**config.mk**
```make
export PLATFORM = sky130hd
export DESIGN_NAME = touch_sense_timing_control
export DESIGN_NICKNAME = d
export VERILOG_FILES = /design/src/pkg/touch_timing_pkg.sv /design/src/design/tick_timebase.sv /design/src/design/touch_sense_timing_control.sv
export SDC_FILE = /design/constraint.sdc
export NUM_CORES = 1
export LEC_CHECK = 0
export BUFFER_PORTS_ARGS = -buffer_cell sky130_fd_sc_hd__buf_4
export CORE_MARGIN = 3
export CORE_UTILIZATION = 50
export DETAILED_ROUTE_END_ITERATION = 12
export GPL_ROUTABILITY_DRIVEN = 0
export PLACE_DENSITY = 0.7
export SYNTH_ARGS = -nofsm -noshare
export SYNTH_HDL_FRONTEND = slang
export SYNTH_SLANG_ARGS = --single-unit
```
**constraint.sdc**
```tcl
create_clock -name sys_clk -period 14.7 [get_ports sys_clk]
set_input_delay 2.205 -clock sys_clk [delete_from_list [all_inputs] [get_ports sys_clk]]
set_output_delay 2.205 -clock sys_clk [all_outputs]
set_load 0.02 [all_outputs]
```
**src/pkg/touch_timing_pkg.sv**
```systemverilog
// Constants, types and helpers shared by the touch sensing timing block
package touch_timing_pkg;

    // Clock and timebase
    localparam int CLK_PERIOD_NS      = 10;                                       // 100 MHz core clock
    localparam int TICK_MS            = 35;                                       // Timebase unit
    localparam int TICK_CYCLES        = TICK_MS * 1000000 / CLK_PERIOD_NS;        // Cycles per tick
    localparam int SAMPLE_BASE_US     = 320;                                      // Shortest sample time
    localparam int SAMPLE_UNIT_CYCLES = SAMPLE_BASE_US * 1000 / CLK_PERIOD_NS;    // Cycles per 320us

    // Register offsets
    localparam logic [7:0] ADDR_TOUCH_TIMING = 8'h22;
    localparam logic [7:0] ADDR_HOLD_THRESH  = 8'h23;
    localparam logic [7:0] ADDR_AVG_SAMPLING = 8'h24;

    // Reset values
    localparam logic [7:0] RST_TOUCH_TIMING = 8'hA4;
    localparam logic [7:0] RST_HOLD_THRESH  = 8'h07;
    localparam logic [7:0] RST_AVG_SAMPLING = 8'h39;

    // Writable bit masks, reserved bits read zero
    localparam logic [7:0] MASK_TOUCH_TIMING = 8'hFF;
    localparam logic [7:0] MASK_HOLD_THRESH  = 8'h0F;
    localparam logic [7:0] MASK_AVG_SAMPLING = 8'h7F;

    // Field positions
    localparam int HOLD_RECAL_LSB = 4;    // hold_recal_time
    localparam int REPEAT_LSB     = 0;    // repeat_interval
    localparam int HOLD_THR_LSB   = 0;    // press-and-hold threshold
    localparam int AVG_LSB        = 4;    // sample_count_sel
    localparam int SAMP_LSB       = 2;    // per_sample_duration
    localparam int CYCLE_LSB      = 0;    // cycle period

    // Sizes
    localparam int NUM_CH   = 6;          // Sensor inputs
    localparam int TIME_W   = 9;          // Tick counters, up to 320 ticks
    localparam int SAMPLE_W = 16;         // Raw per-sample count
    localparam int ACC_W    = 24;         // Accumulator and base count
    localparam int TMR_W    = 24;         // Sample timer
    localparam logic [2:0] NO_CHANNEL = 3'h7;

    // Recalibration limits in milliseconds, indexed by code
    localparam int HOLD_RECAL_TIME_MS [16] = '{560, 840, 1120, 1400, 1680, 2240, 2800, 3360,
                                       3920, 4480, 5600, 6720, 7840, 8906, 10080, 11200};

    // Sequencer states
    typedef enum logic [2:0] {
        ST_IDLE   = 3'b001,
        ST_SAMPLE = 3'b010,
        ST_SLEEP  = 3'b100
    } seq_state_t;

    // Recalibration limit in ticks, rounded down
    function automatic logic [TIME_W-1:0] maxDurTicks(input logic [3:0] code);
        return TIME_W'(HOLD_RECAL_TIME_MS[code] / TICK_MS);
    endfunction : maxDurTicks

    // Linear (code+1) ticks for repeat, hold and cycle settings
    function automatic logic [TIME_W-1:0] stepTicks(input logic [3:0] code);
        return TIME_W'(code) + TIME_W'(1);
    endfunction : stepTicks

endpackage : touch_timing_pkg

```
**src/design/tick_timebase.sv**
```systemverilog
// Free-running 35ms timebase that strobes one cycle per period
`timescale 1ns/1ps
module tick_timebase #(
    parameter int TICK_CYCLES = touch_timing_pkg::TICK_CYCLES
) (
    input  wire logic sys_clk,
    input  wire logic reset_n,
    output logic      tick
);
    import touch_timing_pkg::*;

    localparam int CNT_W = $clog2(TICK_CYCLES + 1);
    localparam logic [CNT_W-1:0] LAST = CNT_W'(TICK_CYCLES - 1);

    logic [CNT_W-1:0] count;    // Cycles into the current period

    // Divider; tick marks the first cycle of each period, while count is zero
    always_ff @(posedge sys_clk or negedge reset_n) begin
        if (!reset_n) begin
            count <= '0;
            tick  <= 1'b0;
        end else if (count == LAST) begin
            count <= '0;
            tick  <= 1'b1;
        end else begin
            count <= count + CNT_W'(1);
            tick  <= 1'b0;
        end
    end
endmodule : tick_timebase

```
**src/design/touch_sense_timing_control.sv**
```systemverilog
// Timing registers, sensing sequencer and per-input touch timers
`timescale 1ns/1ps
module touch_sense_timing_control #(
    parameter int TICK_CYCLES        = touch_timing_pkg::TICK_CYCLES,
    parameter int SAMPLE_UNIT_CYCLES = touch_timing_pkg::SAMPLE_UNIT_CYCLES
) (
    input  wire logic                                   sys_clk,
    input  wire logic                                   reset_n,
    input  wire logic [7:0]                             regAddr,
    input  wire logic [7:0]                             regWrData,
    input  wire logic                                   regWrite,
    output logic      [7:0]                             regRdData,
    input  wire logic                                   activeState,
    input  wire logic [touch_timing_pkg::NUM_CH-1:0]    channelEnable,
    input  wire logic                                   hold_recal_enable,
    input  wire logic [touch_timing_pkg::NUM_CH-1:0]    input_repeat_enable,
    input  wire logic [touch_timing_pkg::NUM_CH-1:0]    touchDetected,
    input  wire logic [touch_timing_pkg::SAMPLE_W-1:0]  sampleValue,
    output logic                                        sampleStart,
    output logic      [2:0]                             sampleChannel,
    output logic                                        lowPower,
    output logic                                        resultValid,
    output logic      [2:0]                             resultChannel,
    output logic      [touch_timing_pkg::ACC_W-1:0]     baseCount,
    output logic      [touch_timing_pkg::NUM_CH-1:0]    recalRequest,
    output logic      [touch_timing_pkg::NUM_CH-1:0]    pressHold,
    output logic      [touch_timing_pkg::NUM_CH-1:0]    repeatPulse,
    output logic      [touch_timing_pkg::NUM_CH-1:0]    touchEvent
);
    import touch_timing_pkg::*;

    // Configuration registers
    logic [7:0]        touch_timing_config;      // Recal limit and repeat interval
    logic [7:0]        hold_threshold_config;    // Press-and-hold threshold
    logic [7:0]        averaging_sampling_config;// Averaging, sample time, cycle period

    // Decoded fields
    logic [3:0]        hold_recal_time;
    logic [3:0]        repeat_interval;
    logic [3:0]        holdThreshold;
    logic [TIME_W-1:0] maxLimit;                 // Recal limit in ticks
    logic [TIME_W-1:0] repeatLimit;              // Repeat interval in ticks
    logic [TIME_W-1:0] holdLimit;                // Hold threshold in ticks

    // Sequencer
    seq_state_t        state;
    seq_state_t        next_state;
    logic              tick;                     // 35ms strobe
    logic [TIME_W-1:0] cycleTicks;               // Ticks since cycle start
    logic [TIME_W-1:0] cyclePeriod;              // Latched cycle period in ticks
    logic [2:0]        curAvg;                   // Latched sample_count_sel
    logic [1:0]        curSamp;                  // Latched per_sample_duration
    logic [NUM_CH-1:0] curMask;                  // Latched enabled channels
    logic [2:0]        chanIdx;                  // Channel being sampled
    logic [7:0]        sampleIdx;                // Sample number within channel
    logic [TMR_W-1:0]  sampleTimer;              // Cycles into current sample
    logic [ACC_W-1:0]  accum;                    // Running sum of samples
    logic              lastSample;               // Final cycle of a sample
    logic              chanDone;                 // Final cycle of a channel
    logic [2:0]        nextChan;                 // Following enabled channel
    logic [2:0]        firstChan;                // First enabled channel now
    logic [ACC_W-1:0]  sumNow;                   // Sum including current sample

    // Per-input timers
    logic [TIME_W-1:0] touchTicks [NUM_CH];      // Ticks the pad has been held
    logic [TIME_W-1:0] repCnt     [NUM_CH];      // Ticks since last repeat
    logic [NUM_CH-1:0] prevTouch;                // Touch state one cycle ago

    // Lowest enabled channel at or above start, NO_CHANNEL if none
    function automatic logic [2:0] firstEnabled(input logic [NUM_CH-1:0] mask, input logic [3:0] from);
        logic [2:0] found;
        found = NO_CHANNEL;
        for (int k = NUM_CH - 1; k >= 0; k--) begin
            if (mask[k] && (k >= int'(from))) begin
                found = 3'(k);
            end
        end
        return found;
    endfunction : firstEnabled

    // Length of one sample in cycles
    function automatic logic [TMR_W-1:0] sampleLen(input logic [1:0] code);
        return TMR_W'(SAMPLE_UNIT_CYCLES) << code;
    endfunction : sampleLen

    // Shared 35ms timebase
    tick_timebase #(
        .TICK_CYCLES (TICK_CYCLES)
    ) u_tick (
        .sys_clk (sys_clk),
        .reset_n (reset_n),
        .tick    (tick)
    );

    // Field decode
    assign hold_recal_time = touch_timing_config[HOLD_RECAL_LSB +: 4];
    assign repeat_interval = touch_timing_config[REPEAT_LSB +: 4];
    assign holdThreshold   = hold_threshold_config[HOLD_THR_LSB +: 4];
    assign maxLimit        = maxDurTicks(hold_recal_time);
    assign repeatLimit     = stepTicks(repeat_interval);
    assign holdLimit       = stepTicks(holdThreshold);

    // Register writes; reserved bits stay zero
    always_ff @(posedge sys_clk or negedge reset_n) begin
        if (!reset_n) begin
            touch_timing_config       <= RST_TOUCH_TIMING;
            hold_threshold_config     <= RST_HOLD_THRESH;
            averaging_sampling_config <= RST_AVG_SAMPLING;
        end else if (regWrite) begin
            unique case (regAddr)
                ADDR_TOUCH_TIMING: touch_timing_config       <= regWrData & MASK_TOUCH_TIMING;
                ADDR_HOLD_THRESH:  hold_threshold_config     <= regWrData & MASK_HOLD_THRESH;
                ADDR_AVG_SAMPLING: averaging_sampling_config <= regWrData & MASK_AVG_SAMPLING;
                default: ;                                   // Unmapped writes ignored
            endcase
        end
    end

    // Registered read data, one cycle behind the address
    always_ff @(posedge sys_clk or negedge reset_n) begin
        if (!reset_n) begin
            regRdData <= 8'h00;
        end else begin
            unique case (regAddr)
                ADDR_TOUCH_TIMING: regRdData <= touch_timing_config;
                ADDR_HOLD_THRESH:  regRdData <= hold_threshold_config;
                ADDR_AVG_SAMPLING: regRdData <= averaging_sampling_config;
                default:           regRdData <= 8'h00;       // Unmapped reads zero
            endcase
        end
    end

    // Sequencer decode
    always_comb begin
        firstChan  = firstEnabled(channelEnable, 4'h0);
        nextChan   = firstEnabled(curMask, {1'b0, chanIdx} + 4'h1);
        lastSample = (state == ST_SAMPLE) && (sampleTimer == sampleLen(curSamp) - TMR_W'(1));
        chanDone   = lastSample && (sampleIdx == 8'((9'h001 << curAvg) - 9'h001));
        sumNow     = accum + ACC_W'(sampleValue);
        next_state = state;
        unique case (state)
            ST_IDLE: begin
                // Active state only; standby sensing is elsewhere
                if (activeState) begin
                    next_state = (firstChan == NO_CHANNEL) ? ST_SLEEP : ST_SAMPLE;
                end
            end
            ST_SAMPLE: begin
                // Never cut a channel short; cycle stretches instead
                if (chanDone && nextChan == NO_CHANNEL) begin
                    next_state = ST_SLEEP;
                end
            end
            ST_SLEEP: begin
                // Low power until the programmed period has elapsed
                if (cycleTicks >= cyclePeriod) begin
                    next_state = ST_IDLE;
                end
            end
            default: next_state = ST_IDLE;
        endcase
    end

    // Sequencer state and cycle timing
    always_ff @(posedge sys_clk or negedge reset_n) begin
        if (!reset_n) begin
            state       <= ST_IDLE;
            cycleTicks  <= '0;
            cyclePeriod <= stepTicks({2'b00, RST_AVG_SAMPLING[CYCLE_LSB +: 2]});
            curAvg      <= RST_AVG_SAMPLING[AVG_LSB +: 3];
            curSamp     <= RST_AVG_SAMPLING[SAMP_LSB +: 2];
            curMask     <= '0;
        end else begin
            state <= next_state;
            if (state == ST_IDLE && activeState) begin
                // New cycle: settings and channel set held for its length
                cycleTicks  <= '0;
                cyclePeriod <= stepTicks({2'b00, averaging_sampling_config[CYCLE_LSB +: 2]});
                curAvg      <= averaging_sampling_config[AVG_LSB +: 3];
                curSamp     <= averaging_sampling_config[SAMP_LSB +: 2];
                curMask     <= channelEnable;
            end else if (tick && cycleTicks != '1) begin
                cycleTicks <= cycleTicks + TIME_W'(1);
            end
        end
    end

    // Sample timing, channel walk and averaging
    always_ff @(posedge sys_clk or negedge reset_n) begin
        if (!reset_n) begin
            sampleStart   <= 1'b0;
            sampleChannel <= 3'h0;
            chanIdx       <= 3'h0;
            sampleIdx     <= 8'h00;
            sampleTimer   <= '0;
            accum         <= '0;
            resultValid   <= 1'b0;
            resultChannel <= 3'h0;
            baseCount     <= '0;
        end else begin
            sampleStart <= 1'b0;
            resultValid <= 1'b0;
            if (state == ST_IDLE && next_state == ST_SAMPLE) begin
                // First channel of the cycle
                chanIdx       <= firstChan;
                sampleChannel <= firstChan;
                sampleIdx     <= 8'h00;
                sampleTimer   <= '0;
                accum         <= '0;
                sampleStart   <= 1'b1;
            end else if (state == ST_SAMPLE) begin
                if (!lastSample) begin
                    sampleTimer <= sampleTimer + TMR_W'(1);
                end else if (!chanDone) begin
                    // Next sample back to back on the same channel
                    sampleTimer <= '0;
                    sampleIdx   <= sampleIdx + 8'h01;
                    accum       <= sumNow;
                    sampleStart <= 1'b1;
                end else begin
                    // Average, scale by sample length, publish
                    resultValid   <= 1'b1;
                    resultChannel <= chanIdx;
                    baseCount     <= (sumNow >> curAvg) << curSamp;
                    sampleTimer   <= '0;
                    sampleIdx     <= 8'h00;
                    accum         <= '0;
                    if (nextChan != NO_CHANNEL) begin
                        chanIdx       <= nextChan;
                        sampleChannel <= nextChan;
                        sampleStart   <= 1'b1;
                    end
                end
            end
        end
    end

    // Reduced power between sampling and cycle end
    assign lowPower = state[2];

    // Per-input hold, recalibration and repeat timers
    always_ff @(posedge sys_clk or negedge reset_n) begin
        if (!reset_n) begin
            recalRequest <= '0;
            pressHold    <= '0;
            repeatPulse  <= '0;
            touchEvent   <= '0;
            prevTouch    <= '0;
            for (int i = 0; i < NUM_CH; i++) begin
                touchTicks[i] <= '0;
                repCnt[i]     <= '0;
            end
        end else begin
            prevTouch    <= touchDetected;
            recalRequest <= '0;
            repeatPulse  <= '0;
            touchEvent   <= '0;
            for (int i = 0; i < NUM_CH; i++) begin
                if (!touchDetected[i]) begin
                    // Release: short touch on a repeat input is a touch event
                    touchEvent[i] <= prevTouch[i] && input_repeat_enable[i] && !pressHold[i];
                    touchTicks[i] <= '0;
                    repCnt[i]     <= '0;
                    pressHold[i]  <= 1'b0;
                end else if (!input_repeat_enable[i] && pressHold[i]) begin
                    // Repeat withdrawn mid-hold
                    pressHold[i] <= 1'b0;
                end else if (tick) begin
                    if (hold_recal_enable && touchTicks[i] + TIME_W'(1) == maxLimit) begin
                        // Held too long: recalibrate and restart timing
                        recalRequest[i] <= 1'b1;
                        touchTicks[i]   <= '0;
                    end else if (touchTicks[i] != '1) begin
                        touchTicks[i] <= touchTicks[i] + TIME_W'(1);
                    end
                    if (input_repeat_enable[i] && !pressHold[i] && touchTicks[i] + TIME_W'(1) > holdLimit) begin
                        // Strictly longer than threshold
                        pressHold[i] <= 1'b1;
                        repCnt[i]    <= '0;
                    end else if (pressHold[i] && repCnt[i] + TIME_W'(1) == repeatLimit) begin
                        repeatPulse[i] <= 1'b1;
                        repCnt[i]      <= '0;
                    end else if (pressHold[i]) begin
                        repCnt[i] <= repCnt[i] + TIME_W'(1);
                    end
                end
            end
        end
    end

    // Helper: cycles since the last sample start
    logic [TMR_W-1:0] gapCnt;
    always_ff @(posedge sys_clk or negedge reset_n) begin
        if (!reset_n) begin
            gapCnt <= '0;
        end else if (sampleStart) begin
            gapCnt <= TMR_W'(1);
        end else if (gapCnt != '1) begin
            gapCnt <= gapCnt + TMR_W'(1);
        end
    end
endmodule : touch_sense_timing_control

```
==> impl_metrics.ini, run 1 <==
[outcome]
status = completed

[logic_synthesis]
ys_seq_elements = 302
async_reset_ff_frac = 1.00
synth_nets = 2722
yosysSeqAreaShare = 0.343
synth_edf_count = 0
syn_inst = 2569
synthFlopType = dfrtp_1
yosysWarnings = 0
syn_area_um2 = 22100
yosysTopAreaCell = dfrtp_1
netlist_top_cells_area = dfrtp_1, xnor2_1, ha_1
syn_avg_cell_area_um2 = 8.61
ys_types = 110
synth_top_area_frac = 0.325

[finish]
final_area_um2 = 24700
finalNetCount = 2796
final_cell_mix = nand2_1, dfrtp_1, o21ai_0, nor2_1, xnor2_1
drive_above_1_share = 0.121
layout_commonest_cell = nand2_1
finish.utilization = 0.570
finalNonFillerCells = 3257
areaGrowthSynthToFinish_pct = 11.8

[route]
drt_iter0_drc = 1298
drt-vias-per-instance = 6.02
wl_per_cell_um = 17.4
vias = 19600
final_antenna_net_count = 0
drt_wl_total_um = 56500
drt_pass1_iterations = 6
drc = 0

[setup_path]
crit_path_top_delay_cell = a211oi_4
path_common_cell = inv_1
worstPathMaxFanout = 27
end_kind = flip-flop
critPathLaunchType = flip-flop
cp_data_arrival_time_ns = 13.75
slowest_delay_ns = 0.96
crit_type = flip-flop to flip-flop
required_ns = 15.16

[power_and_ir_drop]
peakVddDrop_uv = 127
power.density_nw_per_um2 = 146
leakage_nw = 10.9
p_total_mw = 3.61

[floorplanning]
dieArea_um2 = 46800
initial_utilization = 0.510
ioPinCount = 120
die_x_um = 216
core-area_um2 = 43400
row_count = 76
fp.dieH_um = 216

[sta]
drv_slew = 0
fin_crit_sh = 0.904
setup_violations = 0
relSlewSlack = 0.266
hold_violations = 0
max_freq_mhz = 75.3
finClkSkew_ns = 0.0154
fin_crit_ns = 13.29
worst_pin_slew_ns = 1.10
rsz0062_at_grt = false
worst_hold_slack_ns = 0.463
worst_slack_ns = 1.41
tns_ns = 0

[global_route]
grt_util_all_layers = 0.239
antenna_found_initial = 1
grt_pass1_wl_um = 94300
grt_pass1_vias = 19100
grt_max_degree = 87
overflow = 0

[clock_network]
htree_levels = 2
cts_tree = done
clk_latency_ns = 0.56
cts_buffers = 36
post_cts_buffers = 0
cts_resized = 0
clockBufferDepth = 3
root_buffer = clkbuf_16
clock_sinks = 302
cts.clk_slew.worst_paths_ns = 0.06
ctsHoldBuffers = 0

[place]
placed_cell_area_um2 = 23500
dpl.hpwl_um = 41700
dp.cells = 3190
place_ws_ns = 1.43
numPortBuffers = 119

[run]
drv_cap = 0

[min_path]
hold_class = flip-flop to flip-flop
-- sequential cells by signal (all words and copies together), names as in the netlist, 7 cells and up --
register	count
repCnt	54
sampleIdx	8
touchTicks	54
regRdData	8
touch_timing_config	8
sampleTimer	24
u_tick.count	22
cycleTicks	9
baseCount	24
averaging_sampling_config	7
accum	24
-- power breakdown --
group	internal, mW	leakage (nW)	switching (mW)	total, mW
Combinational	0.671	6.36	1.06	1.73
Clock	0.556	0.603	0.361	0.917
Sequential	0.891	3.97	0.0664	0.958
-- cell families after synthesis --
logic type | after synthesis | synth area share
fa+ha+maj | 98 | 0.0558
compound gates | 608 | 0.183
buf+inv | 189 | 0.0338
simple gates | 1004 | 0.226
mux | 125 | 0.0628
flops | 302 | 0.343
xor+xnor | 243 | 0.0963
-- worst max-delay path: cells and delay by family (launching register included) --
kind	cells	cell delay [ns]
XOR/XNOR	2	0.67
AND/OR/NAND/NOR	9	2.78
AO/OA/AOI/OAI	15	5.27
buffers and inverters	8	1.29
multiplexers	3	1.03
adder cells (fa/ha/maj)	5	1.32
flip-flops	1	0.83
-- layer usage --
layer,vias to the layer above,part of all wire,track usage
met2,588,0.47,0.396
met1,9481,0.45,0.323
met4,0,0.027,0.0838
li1,9428,-,-
met5,-,0,0.00313
met3,115,0.054,0.0303
-- Yosys cell counts, types with 8 or more instances --
cell	instances
a21boi_0	11
nor4b_1	10
dfrtp_1	287
a21oi_1	106
ha_1	97
xor2_1	101
a22o_1	12
inv_1	88
nor4_1	24
xnor2_1	142
nor2b_1	26
or3_1	20
nand2b_1	44
nand3b_1	11
o21bai_1	16
o21ai_0	204
a31oi_1	22
nand4_1	46
nand3_1	122
buf_1	9
nor2_1	198
mux2_2	49
a32o_1	13
or2_2	14
o21a_1	12
o31ai_1	27
o22ai_1	21
a22oi_1	19
and2_1	21
a211oi_1	19
mux2i_1	70
nand4b_1	8
a21o_1	20
and3_1	75
nand2_1	288
clkbuf_1	74
nor3_1	59
o211ai_1	10
dfstp_2	15
-- path summary, 6_finish.rpt --
path / depth (start not counted) / to / slack (ns) / from
worst max register to register: 42 / touchTicks[14]$_DFFE_PN0P_ / 1.41 / touch_timing_config[7]$_DFFE_PN1P_
worst min register to register: 1 / u_tick.count[0]$_DFF_PN0_ / 0.46 / u_tick.count[0]$_DFF_PN0_
worst max-delay path: 42 / touchTicks[14]$_DFFE_PN0P_ / 1.41 / touch_timing_config[7]$_DFFE_PN1P_
max in group asynchronous: 3 / repCnt[40]$_DFFE_PN0P_ / 10.72 / reset_n
worst min-delay path: 1 / u_tick.count[0]$_DFF_PN0_ / 0.46 / u_tick.count[0]$_DFF_PN0_
min in group asynchronous: 1 / baseCount[5]$_DFFE_PN0P_ / 1.62 / reset_n
-- final cells by class --
class	instances	area, um^2
Clock inverter	10	118
Fill cell	3926	18700
Timing Repair Buffer	131	991
Multi-Input combinational cell	2078	13800
Inverter	94	353
Tap cell	585	732
Antenna cell	1	2.50
Clock buffer	56	1110
Sequential cell	302	7580
No activity file was read; power rests on OpenSTA's default activity.
==> run 2: changes to the inputs <==
--- a/config.mk
+++ b/config.mk
@@ -9,6 +9,7 @@
 export CORE_MARGIN = 3
-export CORE_UTILIZATION = 50
+export CORE_UTILIZATION = 40
 export DETAILED_ROUTE_END_ITERATION = 12
 export GPL_ROUTABILITY_DRIVEN = 0
-export PLACE_DENSITY = 0.7
+export PLACE_DENSITY = 0.59
+export SKIP_CTS_REPAIR_TIMING = 1
 export SYNTH_ARGS = -nofsm -noshare
==> constraint.sdc (replaced) <==
create_clock -name sys_clk -period 14.7 [get_ports sys_clk]
set_input_delay 2.94 -clock sys_clk [delete_from_list [all_inputs] [get_ports sys_clk]]
set_output_delay 2.94 -clock sys_clk [all_outputs]
set_load 0.02 [all_outputs]
==> run 2 against run 1 <==
Against the previous run: maximum frequency is 0.59% higher; critical path type unchanged; critical path depth is 1 lower; die area is 24% higher; critical endpoint is now touchTicks[21]$_DFFE_PN0P_; sequential share of layout area is 0.17 points lower; register-to-register slack better by 0.08 ns; power is 0.66% lower; via count is 1.3% lower; sequential power hardly changed; combinational power hardly changed; core utilization is 11 points lower; clock skew is 0.00074 ns lower.
==> impl_metrics.ini, run 2 (synthesized netlist as in run 1, its figures left out) <==
[outcome]
status = completed

[sta]
setup_violations = 0
rsz0062_at_grt = false
tns_ns = 0
drv_slew = 0
hold_violations = 0
worst_slack_ns = 1.49
max_freq_mhz = 75.7
fin_crit_ns = 13.21
finClkSkew_ns = 0.0147
relSlewSlack = 0.181
worst_pin_slew_ns = 1.22
fin_crit_sh = 0.899

[route]
drt_pass1_iterations = 7
vias = 19400
wl_per_cell_um = 17.2
drt_wl_total_um = 57900
drt-vias-per-instance = 5.74
final_antenna_net_count = 0
drc = 0
drt_iter0_drc = 1338

[place]
numPortBuffers = 119
placed_cell_area_um2 = 23600
place_ws_ns = 1.74
dpl.hpwl_um = 42700
dp.cells = 3303

[finish]
final_cell_mix = nand2_1, dfrtp_1, o21ai_0, nor2_1, xnor2_1
areaGrowthSynthToFinish_pct = 12.4
drive_above_1_share = 0.121
nFillCells = 5222
final_area_um2 = 24800
finalNonFillerCells = 3371
layout_commonest_cell = nand2_1
reg.largest.list = repCnt x54, touchTicks x54
multi_input_area_um2 = 13800
finalNetCount = 2800
seq_area_um2 = 7580
finish.utilization = 0.458

[setup_path]
rr_worst_depth = 41
slowest_delay_ns = 0.89
path_common_cell = inv_1
cp_data_arrival_time_ns = 13.66
crit_family = compound AO/OA/AOI/OAI gates
crit_start = touch_timing_config[7]$_DFFE_PN1P_
critPathLaunchType = flip-flop
reg2reg_to = touchTicks[21]$_DFFE_PN0P_
worstPathMaxFanout = 27
ff2ff_setup_slack_ns = 1.49
required_ns = 15.15
cp_num_buf_inv = 7
crit_path_top_delay_cell = a211oi_4
crit_type = flip-flop to flip-flop
worstSetupPathDepth = 41
regToRegStartpoint = touch_timing_config[7]$_DFFE_PN1P_
end_kind = flip-flop

[power_and_ir_drop]
peakVddDrop_uv = 122
leakage_nw = 10.9
power.density_nw_per_um2 = 144

[min_path]
hold_class = flip-flop to flip-flop
worstHoldPathCells = 1
worstHoldEndpoint = u_tick.count[0]$_DFF_PN0_
min-delay-start = u_tick.count[0]$_DFF_PN0_

[clock_network]
cts_tree = done
clock_sinks = 302
htree_levels = 2
cts_buffers = 38
cts.clk_slew.worst_paths_ns = 0.06
root_buffer = clkbuf_16
clk_latency_ns = 0.55
clockBufferDepth = 3

[run]
drv_cap = 0

[global_route]
grt_util_all_layers = 0.197
grt_max_degree = 87
grt_pass1_wl_um = 94700
antenna_found_initial = 1
grt_pass1_vias = 18500
overflow = 0

[floorplanning]
row_count = 85
ioPinCount = 120
fp.dieH_um = 241
core-area_um2 = 54200
dieArea_um2 = 58100
initial_utilization = 0.408
die_x_um = 241
==> run 2: cell count changes in the layout (fill, tap and decap cells not counted) <==
cell / delta
nor2_2: -1
clkbuf_8: -1
nor2_1: +1
buf_4: +2
clkinv_2: +1
inv_6: +1
clkinv_8: -1
clkbuf_16: +1
clkinv_4: +1
clkinvlp_4: -1
bufinv_16: -1
clkbuf_1: +1
==> run 2: worst register-to-register path: cells and delay by family (launching register included) <==
family          cells  cell delay [ns]
compound gates     15             5.76
fa+ha+maj           5             1.30
simple gates        9             2.63
buf+inv             7             1.03
flops               1             0.84
mux                 3             1.00
xor+xnor            2             0.54
==> run 2: power breakdown <==
part	internal, mW	switching (mW)
Clock	0.545	0.367
Combinational	0.665	1.05
Sequential	0.891	0.0669
Total	2.10	1.48
==> run 2: stage by stage <==
stage | hold slack (ns) | power [mW]
after floorplan | 0.425 | 2.28
after global placement | 0.445 | 2.64
after detailed placement | 0.459 | 2.66
after CTS | 0.466 | 3.60
after global routing | 0.487 | 3.85
final | 0.455 | 3.58
==> run 2: how the worst max path moves through the flow <==
stage / endpoint / slack, ns
final: touchTicks[21]$_DFFE_PN0P_ / 1.49
after global routing: touchTicks[16]$_DFFE_PN0P_ / 0.28
after CTS: touchTicks[21]$_DFFE_PN0P_ / 1.69
after detailed placement: touchTicks[22]$_DFFE_PN0P_ / 1.74
after global placement: touchTicks[41]$_DFFE_PN0P_ / 2.30
after floorplan: touchTicks[49]$_DFFE_PN0P_ / 4.03
==> run 2: metal layers <==
layer	track usage	vias up	share of wire
met2	0.319	431	0.45
li1	-	9441	-
met5	0	-	0
met4	0.0614	0	0.025
met3	0.0273	91	0.048
met1	0.273	9388	0.47
==> run 2: area by class of cell <==
type                    count  area share
inverters                  94      0.0142
repair buffers            133      0.0405
multi-input cells        2078       0.557
diodes                      1    0.000101
clock inverters            10     0.00348
well taps                 696      0.0351
clock buffers              57      0.0452
flip-flops and latches    302       0.305
